## src/rtl/tp_capture_pkg.sv

```systemverilog
// Package with the register map, field positions and reset values of the probe capture block.
package tp_capture_pkg;

  // Number of probe channels and of capture events (two edges per channel).
  localparam int NUM_CH = 2;
  localparam int NUM_EV = 4;

  // Distance in bits between the channel one and channel two fields.
  localparam int CH_STRIDE = 8;

  // Configuration word fields, relative to a channel's base bit.
  localparam int CFG_EN = 0;
  localparam int CFG_CONT = 1;
  localparam int CFG_SRC = 2;
  localparam int CFG_RISE = 4;
  localparam int CFG_FALL = 5;

  // Status word fields, relative to a channel's base bit.
  localparam int STAT_USED = 0;
  localparam int STAT_STORE_R = 1;
  localparam int STAT_STORE_F = 2;
  localparam int STAT_TOG_R = 6;
  localparam int STAT_TOG_F = 7;

  // Value of the configuration word after reset.
  localparam logic [15:0] CFG_RESET = 16'h0033;

  // Reset values of the interrupt mask and the captured positions.
  localparam logic [3:0] MASK_RESET = 4'h0;
  localparam logic [31:0] POS_RESET = 32'h0000_0000;

  // Byte addresses of the registers on the bus.
  localparam logic [15:0] ADR_CFG = 16'h60b8;
  localparam logic [15:0] ADR_STAT = 16'h60bc;
  localparam logic [15:0] ADR_POS_R1 = 16'h60c0;
  localparam logic [15:0] ADR_POS_F1 = 16'h60c4;
  localparam logic [15:0] ADR_POS_R2 = 16'h60c8;
  localparam logic [15:0] ADR_POS_F2 = 16'h60cc;
  localparam logic [15:0] ADR_IRQ_STAT = 16'h60d0;
  localparam logic [15:0] ADR_IRQ_MASK = 16'h60d4;

endpackage : tp_capture_pkg

```

## src/rtl/probe_pin_sync.sv

```systemverilog
// Three-stage pin synchroniser with agreement filter and edge pulses.
`timescale 1ns/1ps
module probe_pin_sync (
  // Clock and reset.
  input wire logic clk_i,
  input wire logic rst_i,
  // Asynchronous pin.
  input wire logic pin_i,
  // Filtered level and one-cycle edge pulses.
  output logic level_o,
  output logic rise_o,
  output logic fall_o
);

  // All state of the synchroniser.
  typedef struct packed {
    logic s1;
    logic s2;
    logic s3;
    logic level;
    logic rise;
    logic fall;
  } sync_state_t;

  sync_state_t s_ff;
  sync_state_t nxt_s;

  // The first stage feeds only the second; the filter looks at stages two and three.
  always_comb
  begin
    nxt_s = s_ff;
    nxt_s.s1 = pin_i;
    nxt_s.s2 = s_ff.s1;
    nxt_s.s3 = s_ff.s2;
    nxt_s.rise = 1'b0;
    nxt_s.fall = 1'b0;
    // A change counts only once the two later stages agree on it.
    if (s_ff.s2 == s_ff.s3 && s_ff.s3 != s_ff.level)
    begin
      nxt_s.level = s_ff.s3;
      nxt_s.rise = s_ff.s3;
      nxt_s.fall = ~s_ff.s3;
    end
  end

  // State register with synchronous reset.
  always_ff @(posedge clk_i)
  begin
    if (rst_i)
    begin
      s_ff <= '0;
    end
    else
    begin
      s_ff <= nxt_s;
    end
  end

  assign level_o = s_ff.level;
  assign rise_o = s_ff.rise;
  assign fall_o = s_ff.fall;

endmodule : probe_pin_sync

```

## src/rtl/touch_probe_capture_control.sv

```systemverilog
// Two-channel touch probe position capture with a classic Wishbone register slave.
//
// Contract
// - Channel one works only while bit 0 set
// - Channel two works only while bit 8 set
// - Bit 2 picks probe one or index
// - Bit 10 picks probe two or index
// - Bits 4/5 enable channel one edge captures
// - Bits 12/13 enable channel two edge captures
// - Configuration word resets to 0x0033
// - Read-only status shows use and stored flags
// - Each capture inverts its status toggle bit
// - Four signed 32-bit captured position values
//
// Chosen here: the Wishbone slave port.
`timescale 1ns/1ps
module touch_probe_capture_control (
  // Clock and reset.
  input wire logic clk_i,
  input wire logic rst_i,
  // Wishbone slave, classic cycle.
  input wire logic cyc_i,
  input wire logic stb_i,
  input wire logic we_i,
  input wire logic [15:0] adr_i,
  input wire logic [3:0] sel_i,
  input wire logic [31:0] dat_i,
  output logic [31:0] dat_o,
  output logic ack_o,
  // Probe pins and encoder index pulse, asynchronous.
  input wire logic probe1_i,
  input wire logic probe2_i,
  input wire logic index_i,
  // Actual position in user units, on this clock.
  input wire logic signed [31:0] position_i,
  // Level interrupt.
  output logic irq_o
);

  // All state of the block, registered as one word.
  typedef struct packed {
    logic [15:0] cfg;           // Configuration word.
    logic [3:0] stored;         // Stored flags, index ch*2+edge.
    logic [3:0] toggle;         // Update toggles, same index.
    logic [3:0][31:0] pos;      // Captured positions, same index.
    logic [3:0] irq_stat;       // Sticky capture events.
    logic [3:0] irq_mask;       // Interrupt enables.
    logic ack;                  // Bus acknowledge.
    logic [31:0] dat;           // Bus read data.
    logic irq;                  // Interrupt output.
  } state_t;

  state_t s_ff;
  state_t nxt_s;

  // Synchronised pin edges: index 0 probe one, 1 probe two, 2 index pulse.
  logic [2:0] pin_raw;
  logic [2:0] pin_rise;
  logic [2:0] pin_fall;

  // Capture events of this cycle, worked out in the main process.
  logic [3:0] cap_evt;

  // Bus strobes of the cycle in which the answer is given.
  logic bus_wr;
  logic bus_rd;

  assign pin_raw = {index_i, probe2_i, probe1_i};

  // Each pin passes its own three-stage synchroniser.
  generate
    for (genvar g = 0; g < 3; g++)
    begin : g_sync
      probe_pin_sync u_sync (
        .clk_i(clk_i),
        .rst_i(rst_i),
        .pin_i(pin_raw[g]),
        .level_o(),
        .rise_o(pin_rise[g]),
        .fall_o(pin_fall[g])
      );
    end
  endgenerate

  // Address match, used by every register decode below.
  function automatic logic hit(input logic [15:0] adr, input logic [15:0] off);
    hit = (adr == off);
  endfunction : hit

  // Builds the read-only status word from the current state.
  function automatic logic [15:0] status_word(input state_t st);
    logic [15:0] w;
    int b;
    w = 16'h0000;
    for (int ch = 0; ch < tp_capture_pkg::NUM_CH; ch++)
    begin
      b = ch * tp_capture_pkg::CH_STRIDE;
      w[b + tp_capture_pkg::STAT_USED] = st.cfg[b + tp_capture_pkg::CFG_EN];
      w[b + tp_capture_pkg::STAT_STORE_R] = st.stored[ch * 2];
      w[b + tp_capture_pkg::STAT_STORE_F] = st.stored[ch * 2 + 1];
      w[b + tp_capture_pkg::STAT_TOG_R] = st.toggle[ch * 2];
      w[b + tp_capture_pkg::STAT_TOG_F] = st.toggle[ch * 2 + 1];
    end
    status_word = w;
  endfunction : status_word

  // Read multiplexer; unmapped addresses read as zero.
  function automatic logic [31:0] read_word(input state_t st, input logic [15:0] adr);
    logic [31:0] r;
    r = 32'h0000_0000;
    if (hit(adr, tp_capture_pkg::ADR_CFG))
    begin
      r = {16'h0000, st.cfg};
    end
    else if (hit(adr, tp_capture_pkg::ADR_STAT))
    begin
      r = {16'h0000, status_word(st)};
    end
    else if (hit(adr, tp_capture_pkg::ADR_POS_R1))
    begin
      r = st.pos[0];
    end
    else if (hit(adr, tp_capture_pkg::ADR_POS_F1))
    begin
      r = st.pos[1];
    end
    else if (hit(adr, tp_capture_pkg::ADR_POS_R2))
    begin
      r = st.pos[2];
    end
    else if (hit(adr, tp_capture_pkg::ADR_POS_F2))
    begin
      r = st.pos[3];
    end
    else if (hit(adr, tp_capture_pkg::ADR_IRQ_STAT))
    begin
      r = {28'h0000000, st.irq_stat};
    end
    else if (hit(adr, tp_capture_pkg::ADR_IRQ_MASK))
    begin
      r = {28'h0000000, st.irq_mask};
    end
    read_word = r;
  endfunction : read_word

  // Next-state logic: bus access, capture and interrupt.
  always_comb
  begin
    int b;
    int idx;
    logic en;
    logic cont;
    logic src;
    logic edge_en;
    logic trig;
    b = 0;
    idx = 0;
    en = 1'b0;
    cont = 1'b0;
    src = 1'b0;
    edge_en = 1'b0;
    trig = 1'b0;
    nxt_s = s_ff;
    cap_evt = 4'h0;

    // Answer one cycle after the request and drop ack right after.
    nxt_s.ack = cyc_i & stb_i & ~s_ff.ack;
    bus_wr = nxt_s.ack & we_i;
    bus_rd = nxt_s.ack & ~we_i;

    // Configuration write honours the two low byte lanes.
    if (bus_wr && hit(adr_i, tp_capture_pkg::ADR_CFG))
    begin
      if (sel_i[0])
      begin
        nxt_s.cfg[7:0] = dat_i[7:0];
      end
      if (sel_i[1])
      begin
        nxt_s.cfg[15:8] = dat_i[15:8];
      end
    end

    // Mask write uses the lowest lane only.
    if (bus_wr && hit(adr_i, tp_capture_pkg::ADR_IRQ_MASK) && sel_i[0])
    begin
      nxt_s.irq_mask = dat_i[3:0];
    end

    // Per channel and edge, the capture qualifies against the current setup.
    for (int ch = 0; ch < tp_capture_pkg::NUM_CH; ch++)
    begin
      b = ch * tp_capture_pkg::CH_STRIDE;
      en = s_ff.cfg[b + tp_capture_pkg::CFG_EN];
      cont = s_ff.cfg[b + tp_capture_pkg::CFG_CONT];
      src = s_ff.cfg[b + tp_capture_pkg::CFG_SRC];
      for (int e = 0; e < 2; e++)
      begin
        idx = ch * 2 + e;
        edge_en = s_ff.cfg[b + tp_capture_pkg::CFG_RISE + e];
        // The index pulse is shared; each channel has its own probe pin.
        if (src)
        begin
          trig = (e == 0) ? pin_rise[2] : pin_fall[2];
        end
        else
        begin
          trig = (e == 0) ? pin_rise[ch] : pin_fall[ch];
        end
        // Single mode takes only the first edge until the flag is cleared.
        cap_evt[idx] = en & edge_en & trig & (cont | ~s_ff.stored[idx]);
        if (cap_evt[idx])
        begin
          nxt_s.pos[idx] = position_i;
          nxt_s.stored[idx] = 1'b1;
          nxt_s.toggle[idx] = ~s_ff.toggle[idx];
        end
        else if (!en || !edge_en)
        begin
          // Clearing the enable drops the stored flag and re-arms the edge.
          nxt_s.stored[idx] = 1'b0;
        end
      end
    end

    // A read of the event register clears it, but a new event wins.
    if (bus_rd && hit(adr_i, tp_capture_pkg::ADR_IRQ_STAT))
    begin
      nxt_s.irq_stat = 4'h0;
    end
    nxt_s.irq_stat = nxt_s.irq_stat | cap_evt;

    // Read data is valid only in the acknowledge cycle.
    if (bus_rd)
    begin
      nxt_s.dat = read_word(s_ff, adr_i);
    end
    else
    begin
      nxt_s.dat = 32'h0000_0000;
    end

    // Interrupt follows the next state so it needs no extra cycle.
    nxt_s.irq = |(nxt_s.irq_stat & nxt_s.irq_mask);
  end

  // State register with synchronous reset to constants.
  always_ff @(posedge clk_i)
  begin
    if (rst_i)
    begin
      s_ff.cfg <= tp_capture_pkg::CFG_RESET;
      s_ff.stored <= 4'h0;
      s_ff.toggle <= 4'h0;
      s_ff.pos <= {4{tp_capture_pkg::POS_RESET}};
      s_ff.irq_stat <= 4'h0;
      s_ff.irq_mask <= tp_capture_pkg::MASK_RESET;
      s_ff.ack <= 1'b0;
      s_ff.dat <= 32'h0000_0000;
      s_ff.irq <= 1'b0;
    end
    else
    begin
      s_ff <= nxt_s;
    end
  end

  // Outputs come straight from the state register.
  assign dat_o = s_ff.dat;
  assign ack_o = s_ff.ack;
  assign irq_o = s_ff.irq;
endmodule : touch_probe_capture_control

```

## config.mk

```make
export PLATFORM = sky130hd
export DESIGN_NAME = touch_probe_capture_control
export DESIGN_NICKNAME = d
export VERILOG_FILES = /design/src/rtl/tp_capture_pkg.sv /design/src/rtl/probe_pin_sync.sv /design/src/rtl/touch_probe_capture_control.sv
export SDC_FILE = /design/constraint.sdc
export NUM_CORES = 1
export LEC_CHECK = 0
export ABC_AREA = 1
export BUFFER_PORTS_ARGS = -buffer_cell sky130_fd_sc_hd__buf_2
export CORE_UTILIZATION = 60
export CTS_CLUSTER_DIAMETER = 40
export DETAILED_ROUTE_END_ITERATION = 8
export GPL_TIMING_DRIVEN = 0
export PLACE_DENSITY = 0.87
export SLEW_MARGIN = 0
export SYNTH_ARGS = -nofsm -noshare
export SYNTH_HDL_FRONTEND = slang
export SYNTH_SLANG_ARGS = --single-unit
```

## constraint.sdc

```tcl
create_clock -name clk_i -period 5.25 [get_ports clk_i]
set_clock_uncertainty 0.15 [all_clocks]
set_input_delay 1.575 -clock clk_i [delete_from_list [all_inputs] [get_ports clk_i]]
set_output_delay 1.575 -clock clk_i [all_outputs]
set_load 0.01 [all_outputs]
```

# ---- Yosys cells after proc, flatten, opt, wreduce, memory -nomap -nowiden
# Cells that the tools add are included.
dict set report totals {
  reg_bits 212
  latch_bits 0
  ramBits 0
  romBits 0
  inputBits 92
  out_inout_bits 34
  elab_cells 142
  memories 0
}
dict set report classes {
  addsub 0
  mul 0
  div 0
  order_cmp 0
  n_eq_ne 14
  shifts 0
  mux 22
  bitwise 39
  n_reduce_logical 29
}
# operator count
set ops {}
lappend ops {{== test 16 x 15 -> 1 bit (second input constant)} 8}
lappend ops {{2-to-1 mux 32 bit} 4}
lappend ops {{2-to-1 mux 16 bit} 2}
lappend ops {{inverter 1 bit} 17}
lappend ops {{bitwise AND 1 bit} 16}
lappend ops {{2-to-1 mux 4 bit} 4}
lappend ops {{2-to-1 mux 1 bit} 12}
lappend ops {{nonzero test 2 bit} 4}
lappend ops {{OR reduction 2 bit} 4}
lappend ops {{OR reduction 4 bit} 2}
lappend ops {{logical AND 1 bit} 7}
lappend ops {{logical NOT 1 bit} 6}
lappend ops {{bitwise AND 4 bit} 1}
lappend ops {{logical OR 1 bit} 4}
lappend ops {{OR 1 bit} 4}
lappend ops {{OR 4 bit} 1}
lappend ops {{AND reduction 2 bit} 2}
lappend ops {{== test 1 bit} 3}
lappend ops {{inequality test 1 bit} 3}

# ---- Depth between registers and ports, before layout
# Gate-level depths: netlist of run 1.
dict set report logic_depth {
  ltp_word 9
  depth_mapped 14
  depth_no_buf 13
}

# ---- Cells and area by module
# From an unflattened synthesis of run 1, not the netlist that was laid out.
dict set report hier_totals {
  hier_cells 1192
  hier_area_um2 8953.6
}
# module n_inst cells_per_inst area_per_inst_um2 seq_area_each_um2
set modules_own_cells {}
lappend modules_own_cells {touch_probe_capture_control 1 1126 8375.5 3883.7}
lappend modules_own_cells {probe_pin_sync 3 22 192.7 120.1}

# ---- Worst setup path after synthesis of run 1
# No wires, ideal clock.
dict set report synth_path {
  path_kind {input to register}
  start {input port adr_i[9]}
  end {register s_ff (netlist bit dat_o[18])}
  setup_ns 0.122
  arrival_ns 2.808
  required_ns 4.978
  slack_ns 2.170
  stages 13
  n_path_buf 3
  cell_sequence {nor2_1 -> nand2_1 -> nor2_2 -> buf_6 -> nand2_8 -> nor2_8 -> buf_6 -> nor2_2 -> inv_2 -> nor2_4 -> inv_2 -> buf_4 -> a21oi_1}
}
dict set report synth_between {
  elab_chain_cells 5
  word_cells_on_any_way 11
  cone_classes {eq/ne (6); mux (4); reduce/logical (1)}
}
# element line
set synth_lines {}
lappend synth_lines {{start: declaration} touch_probe_capture_control.sv:25} ;# input wire logic [15:0] adr_i,
lappend synth_lines {{== test 16 x 15 -> 1 bit} touch_probe_capture_control.sv:87} ;# hit = (adr == off);
lappend synth_lines {{2-to-1 mux 32 bit} touch_probe_capture_control.sv:131} ;# else if (hit(adr, tp_capture_pkg::ADR_POS_F2))
lappend synth_lines {{2-to-1 mux 32 bit} touch_probe_capture_control.sv:127} ;# else if (hit(adr, tp_capture_pkg::ADR_POS_R2))
lappend synth_lines {{2-to-1 mux 32 bit} touch_probe_capture_control.sv:123} ;# else if (hit(adr, tp_capture_pkg::ADR_POS_F1))
lappend synth_lines {{2-to-1 mux 32 bit} touch_probe_capture_control.sv:119} ;# else if (hit(adr, tp_capture_pkg::ADR_POS_R1))
lappend synth_lines {{end signal: assignment} touch_probe_capture_control.sv:264} ;# s_ff <= nxt_s;
lappend synth_lines {{end: declaration} touch_probe_capture_control.sv:53} ;# state_t s_ff;
# Parallel ways exist; a longest one is shown, timed or not.
# A chain may end at the register's enable or synchronous reset.

==> results of run 1 <==
[how the worst min path moves through the flow]
| stage | endpoint | slack (ns) | cells after the start |
|---|---|---|---|
| global route | g_sync[0].u_sync.nxt_s[3]$_SDFF_PP0_ | 0.27 | 2 |
| global placement | g_sync[0].u_sync.nxt_s[3]$_SDFF_PP0_ | 0.24 | 2 |
| floorplan | g_sync[0].u_sync.nxt_s[3]$_SDFF_PP0_ | 0.24 | 2 |
| detailed placement | g_sync[2].u_sync.nxt_s[3]$_SDFF_PP0_ | 0.25 | 2 |
| finish | g_sync[2].u_sync.nxt_s[3]$_SDFF_PP0_ | 0.25 | 2 |
| CTS | g_sync[2].u_sync.nxt_s[3]$_SDFF_PP0_ | 0.26 | 2 |
[flip-flops by register name, summed over array words and instances (netlist names)]
signal                 count
irq_o                      1
s_ff                     160
g_sync.u_sync.fall_o       3
g_sync.u_sync.level_o      3
g_sync.u_sync.nxt_s        6
ack_o                      1
g_sync.u_sync.rise_o       3
dat_o                     32
g_sync.u_sync.s_ff         3
[cell families (layout without fill, tap and decap cells)]
logic type / count (synthesis) / in the layout / synth area share
DFF: 212 / 212 / 0.4829
AOI/OAI and AO/OA: 296 / 296 / 0.1771
muxes: 4 / 4 / 0.005125
buffers and inverters: 198 / 352 / 0.1022
and+or+nand+nor: 486 / 486 / 0.2326
[layer usage]
layer	vias to the layer above	wire length (um)
met5	-	0
met4	0	1837
met3	137	2689
met2	567	12150
met1	4061	9698
li1	4138	-
[power groups by stage]
stage	Sequential, uW	Combinational [uW]	Clock [uW]
detailed placement	1650	120	0
global route	1620	135	1970
floorplan	1650	56.0	0
finish	1620	125	1890
CTS	1620	121	1890
global placement	1650	117	0
[worst max-delay path: cells and delay by family]
| family | cells | cell delay (ns) |
|---|---|---|
| AOI/OAI and AO/OA | 1 | 0.21 |
| buffers and inverters | 4 | 1.61 |
| and+or+nand+nor | 1 | 0.16 |
[through the flow]
step / setup slack (ns) / utilization / total power (uW) / instance area [um2] / std cells
global placement: 1.595 / 0.6771 / 1769 / 9544 / 1482
floorplan: 2.170 / - / 1707 / 8788 / 1196
CTS: 2.066 / 0.7428 / 3629 / 10470 / 1530
detailed placement: 1.541 / 0.6771 / 1772 / 9544 / 1482
global route: 1.866 / 0.7428 / 3717 / 10470 / 1530
finish: 2.003 / 0.7428 / 3635 / 10470 / 1530
[area by class of cell]
cell class / instances / area (um2) / share of cell area
Sequential cell: 212 / 4244 / 0.4054
Multi-Input combinational cell: 786 / 3646 / 0.3482
Clock buffer: 30 / 685.7 / 0.06549
Timing Repair Buffer: 106 / 530.5 / 0.05067
Buffer: 94 / 508.0 / 0.04852
Inverter: 104 / 390.4 / 0.03729
Clock inverter: 18 / 240.2 / 0.02294
Tap cell: 180 / 225.2 / 0.02151
[cells in the mapped netlist, drive strengths merged]
master  number  area, um2
dfxtp      212       4244
clkbuf      50      187.7
or2          1      6.260
nor2       275       1081
nand4       10      62.56
nand2      118      461.7
nor3b        1      18.77
a21oi       86      437.9
o221ai       1      8.760
o21bai       6      45.04
clkinv       5      18.77
buf         44      320.3
o211ai      14      105.1
inv         99      371.6
nand3       68      345.3
nor3        10      50.05
nor4         3      18.77
mux2         4      45.04
o21ai      184      928.4
o22ai        5      31.28
[layout by cell type (no fill, tap or decap), types with 2 or more instances in the layout]
cell	Yosys	layout
a21oi_1	84	84
a21oi_2	2	2
buf_1	3	3
buf_2	4	110
buf_4	34	34
buf_6	3	3
bufinv_16	0	4
clkbuf_1	50	52
clkbuf_16	0	26
clkbuf_8	0	2
clkinv_1	5	5
clkinv_2	0	2
clkinv_4	0	2
clkinvlp_4	0	4
dfxtp_1	212	212
inv_1	93	93
inv_2	6	6
inv_6	0	4
mux2_2	4	4
nand2_1	116	116
nand3_1	67	67
nand4_1	10	10
nor2_1	267	267
nor2_2	4	4
nor2_4	3	3
nor3_1	10	10
nor4_1	3	3
o211ai_1	14	14
o21ai_0	181	181
o21ai_2	2	2
o21bai_1	6	6
o22ai_1	5	5
==> flow_summary.toml, run 1 <==
[placed_design]
finalWeightedCongestion = 0.9307
dp_hpwl_um = 18160
port_buffers = 106

[min_path]
hold_start = "g_sync[2].u_sync.nxt_s[4]$_SDFF_PP0_"
hp-class = "reg -> reg"

[worst_setup_path]
cp-endpoint = "s_ff[109]$_SDFFE_PP0P_"
cpMostUsedCell = "clkbuf_1"
start_kind = "primary input"
crit_type = "in -> reg"
required_ns = 5.56
r2r-start = "s_ff[188]$_SDFFE_PP0P_"
cp-startpoint = "rst_i"
ff2ff_path_depth = 5
end_kind = "flip-flop"
cp_cell_sequence = "clkbuf_1 > inv_1 > clkbuf_1 > clkbuf_1 > o21ai_0 > nor2_1"
reg2reg_to = "s_ff[40]$_SDFF_PP0_"
path_max_fanout = 10
worstPathArrival_ns = 3.56
critPathSlowestCell = "clkbuf_1"
max_stage_delay_ns = 0.61
rrSetupSlack_ns = 2.58

[drt]
drcViolationCount = 0
wl_per_cell_um = 17.24
ant_nets = 0
routed_wl_um = 26370
vias_per_cell = 5.819
vias = 8903
drt_pass1_iterations = 6
drt_iter0_markers = 1238

[cts]
clkTransAtPathRegs_ns = 0.06
numCtsBuffers = 26
cts_root_buf = "clkbuf_16"
cts_tree = "yes"
cts_sinks = 212
htree_num_levels = 1
cts_resized = 0
insertion_delay_ns = 0.53
cts_hold_buf = 0
clock_path_buffers = 3
post_cts_buffers = 0

[global_routing]
met2_usage = 0.5765
grt_pass1_vias = 8313
grtUsageMet3 = 0.05581
overflow = 0
gr-max-usage-layer = "met2"
antenna_found_initial = 0
met1_usage = 0.4363
grt_max_degree = 15
grt_usage = 0.3565
grt_pass1_wl_um = 41180

[power_and_ir_drop]
leakagePower_uw = 0.004393
switchingPower_uw = 827.5
internal_power_uw = 2808
power.clock.fraction = 0.521
power.share.sequential = 0.445
p_sw_frac = 0.2276
p_per_area_nw_per_um2 = 347.2
combPwrFrac = 0.034
vdd_drop_max_v = 0.0002607

[floorplan]
die_y_um = 123.0
core_area_um2 = 14100
dieArea_um2 = 15140
rows = 43
die_width_um = 123.0
ios = 126
initial_utilization = 0.6235

[synthesis]
avgSynthCellArea_um2 = 7.348
synth_seq_cells = 212
synth_nets = 1288
synth_cells = 1196
synth_cell_type_count = 33
syn-cell-area_um2 = 8788
yosys_warnings = 0
ys_seq_area_frac = 0.4829

[layout]
drive_gt1_frac = 0.1630
fillers = 1033
syn_to_final_growth_pct = 19.13
antennaDiodeCount = 0
nNetsFinal = 1422

[timing]
slew_violations = 0
hold_violations = 0
worst_pin_slew_ns = 0.8958
holdWs_ns = 0.2536
tns_ns = 0
post-route-min-period_ns = 3.247
fmax_ghz = 0.3080
rsz0062_at_grt = "false"
max_slew_margin = 0.3982
setup_violations = 0
fin_crit_sh = 0.6185

[outcome]
status = "completed"

[flow_run]
maxCapViolCount = 0
(Power assumes the default switching activity.)
==> run 2, diff against run 1 <==
--- a/config.mk
+++ b/config.mk
@@ -7,11 +7,11 @@
 export LEC_CHECK = 0
 export ABC_AREA = 1
 export BUFFER_PORTS_ARGS = -buffer_cell sky130_fd_sc_hd__buf_2
-export CORE_UTILIZATION = 60
+export CORE_UTILIZATION = 57
 export CTS_CLUSTER_DIAMETER = 40
 export DETAILED_ROUTE_END_ITERATION = 8
 export GPL_TIMING_DRIVEN = 0
-export PLACE_DENSITY = 0.87
+export PLACE_DENSITY = 0.83
 export SLEW_MARGIN = 0
 export SYNTH_ARGS = -nofsm -noshare
 export SYNTH_HDL_FRONTEND = slang
==> constraint.sdc (replaced) <==
create_clock -name clk_i -period 3.35 [get_ports clk_i]
set_clock_uncertainty 0.15 [all_clocks]
set_input_delay 1.005 -clock clk_i [delete_from_list [all_inputs] [get_ports clk_i]]
set_output_delay 1.005 -clock clk_i [all_outputs]
set_load 0.01 [all_outputs]
==> run 2 against run 1 <==
Compared with the run above: critical path depth up 5; flip-flop and latch count stayed put; global-route usage is 3.3 points lower; final cell count up 0.46%; power up 58%; critical endpoint is now dat_o[2]$_SDFF_PP0_; highest routed layer unchanged.
==> flow_summary.toml, run 2 (synthesis gave the netlist of run 1 again) <==
[global_routing]
grt_pass1_vias = 8092
overflow = 0
grt_max_degree = 14
grt_usage = 0.3236
grt_pass1_wl_um = 40390
antenna_found_initial = 0

[power_and_ir_drop]
p_per_area_nw_per_um2 = 546.4
vdd_drop_max_v = 0.0005125
leakagePower_uw = 0.004408
power_uw = 5733

[worst_setup_path]
worstPathArrival_ns = 2.99
crit_type = "in -> reg"
cp_cell_sequence = "buf_2 > nand2_1 > inv_1 > nand2_1 > clkinv_1 > nand3_1 > clkinv_1 > a21oi_1 > nand3_1 > nand2_1 > inv_1"
path_max_fanout = 8
end_kind = "flip-flop"
reg2reg_to = "s_ff[112]$_SDFFE_PP0P_"
cpMostUsedCell = "nand2_1"
rrSetupSlack_ns = 0.71
cp-startpoint = "adr_i[7]"
path_depth = 11
start_kind = "primary input"
critPathSlowestCell = "clkinv_1"
cp_num_buf_inv = 5
max_stage_delay_ns = 0.49
ff2ff_path_depth = 5
cp-endpoint = "dat_o[2]$_SDFF_PP0_"
required_ns = 3.62
r2r-start = "s_ff[188]$_SDFFE_PP0P_"
critPathTopFamily = "buffers and inverters"

[timing]
worst_pin_slew_ns = 0.9250
slew_violations = 0
tns_ns = 0
rsz0062_at_grt = "false"
setup_ws_ns = 0.6352
post-route-min-period_ns = 2.715
setup_violations = 0
fmax_ghz = 0.3683
fin_crit_sh = 0.8104
max_slew_margin = 0.3786
hold_violations = 0

[cts]
clkTransAtPathRegs_ns = 0.06
cts_root_buf = "clkbuf_16"
cts_resized = 0
post_cts_buffers = 0
cts_sinks = 212
numCtsBuffers = 26
clock_path_buffers = 3
cts_tree = "yes"
cts_hold_buf = 0
insertion_delay_ns = 0.52
htree_num_levels = 1

[layout]
drive_gt1_frac = 0.1616
multi_input_area_um2 = 3646
instances_no_fill = 1537
layout_commonest_cell = "nor2_1"
fin_util = 0.6929
largest_reg_flops = 160
final_cell_mix = "nor2_1 (267), dfxtp_1 (212), o21ai_0 (181)"
fillers = 1262
top_register = "s_ff"
syn_to_final_growth_pct = 19.40
regArea_um2 = 4244
antennaDiodeCount = 0
nNetsFinal = 1422

[drt]
drt_iter0_markers = 940
drt_pass1_iterations = 5
vias = 8710
wl_per_cell_um = 16.84
vias_per_cell = 5.667
ant_nets = 0
routed_wl_um = 25880
drcViolationCount = 0

[floorplan]
die_width_um = 126.2
rows = 45
die_y_um = 126.2
core_area_um2 = 15150
ios = 126
dieArea_um2 = 15920
initial_utilization = 0.5803

[outcome]
status = "completed"

[placed_design]
placedCellCount = 1490
dp_hpwl_um = 18020
place_ws_ns = 0.1933
port_buffers = 106
finalWeightedCongestion = 0.8962

[min_path]
hp-class = "reg -> reg"

[flow_run]
maxCapViolCount = 0
-- run 2: cell count changes in the layout (fill, tap and decap cells not counted), sizes merged --
cell and change:
clkbuf +4, clkinv -3, clkinvlp -2
-- run 2: power breakdown --
part	leakage [uW]	internal (uW)	switching [uW]	total, uW
registers	0.00171	2530	3.97	2530
logic	0.00224	63.6	129	192
clock network	0.000456	1890	1120	3010
total	0.00441	4480	1250	5730
-- run 2: final cells by class --
type | instances | area share
tap | 188 | 0.02242
buffer | 94 | 0.04841
multi-input combinational | 786 | 0.3474
clock inverter | 13 | 0.01884
inverter | 104 | 0.03720
sequential | 212 | 0.4044
timing repair buffer | 106 | 0.05055
clock buffer | 34 | 0.07070
-- run 2: per-stage QoR --
| step | cell area, um2 | hold WS (ns) |
|---|---|---|
| after floorplan | 8788 | 0.2383 |
| after global placement | 9554 | 0.2409 |
| after detailed placement | 9554 | 0.2423 |
| after CTS | 10490 | 0.2504 |
| after global routing | 10490 | 0.2623 |
| final | 10490 | 0.2473 |
-- run 2: metal layers --
layer,track usage,up-vias,routed length (um)
li1,-,4141,-
met1,0.4042,4006,10250
met2,0.5353,465,11960
met3,0.04460,98,2378
met4,0.1906,0,1295
met5,0,-,0
-- run 2: worst reg2reg max path, stage by stage, from the launching register on --
cell      delay (ns)
dfxtp_1         0.41
mux2_2          0.37
nand2_1         0.29
clkbuf_1        0.54
clkbuf_1        0.58
a21oi_1         0.16
-- run 2: worst min-delay path by stage --
stage / to / from / cells past startpoint
after floorplan: g_sync[0].u_sync.nxt_s[3]$_SDFF_PP0_ / g_sync[0].u_sync.nxt_s[4]$_SDFF_PP0_ / 2
after global placement: g_sync[2].u_sync.nxt_s[3]$_SDFF_PP0_ / g_sync[2].u_sync.nxt_s[4]$_SDFF_PP0_ / 2
after detailed placement: g_sync[2].u_sync.nxt_s[3]$_SDFF_PP0_ / g_sync[2].u_sync.nxt_s[4]$_SDFF_PP0_ / 2
after CTS: g_sync[2].u_sync.nxt_s[3]$_SDFF_PP0_ / g_sync[2].u_sync.nxt_s[4]$_SDFF_PP0_ / 2
after global routing: g_sync[2].u_sync.nxt_s[3]$_SDFF_PP0_ / g_sync[2].u_sync.nxt_s[4]$_SDFF_PP0_ / 2
final: g_sync[2].u_sync.nxt_s[3]$_SDFF_PP0_ / g_sync[2].u_sync.nxt_s[4]$_SDFF_PP0_ / 2
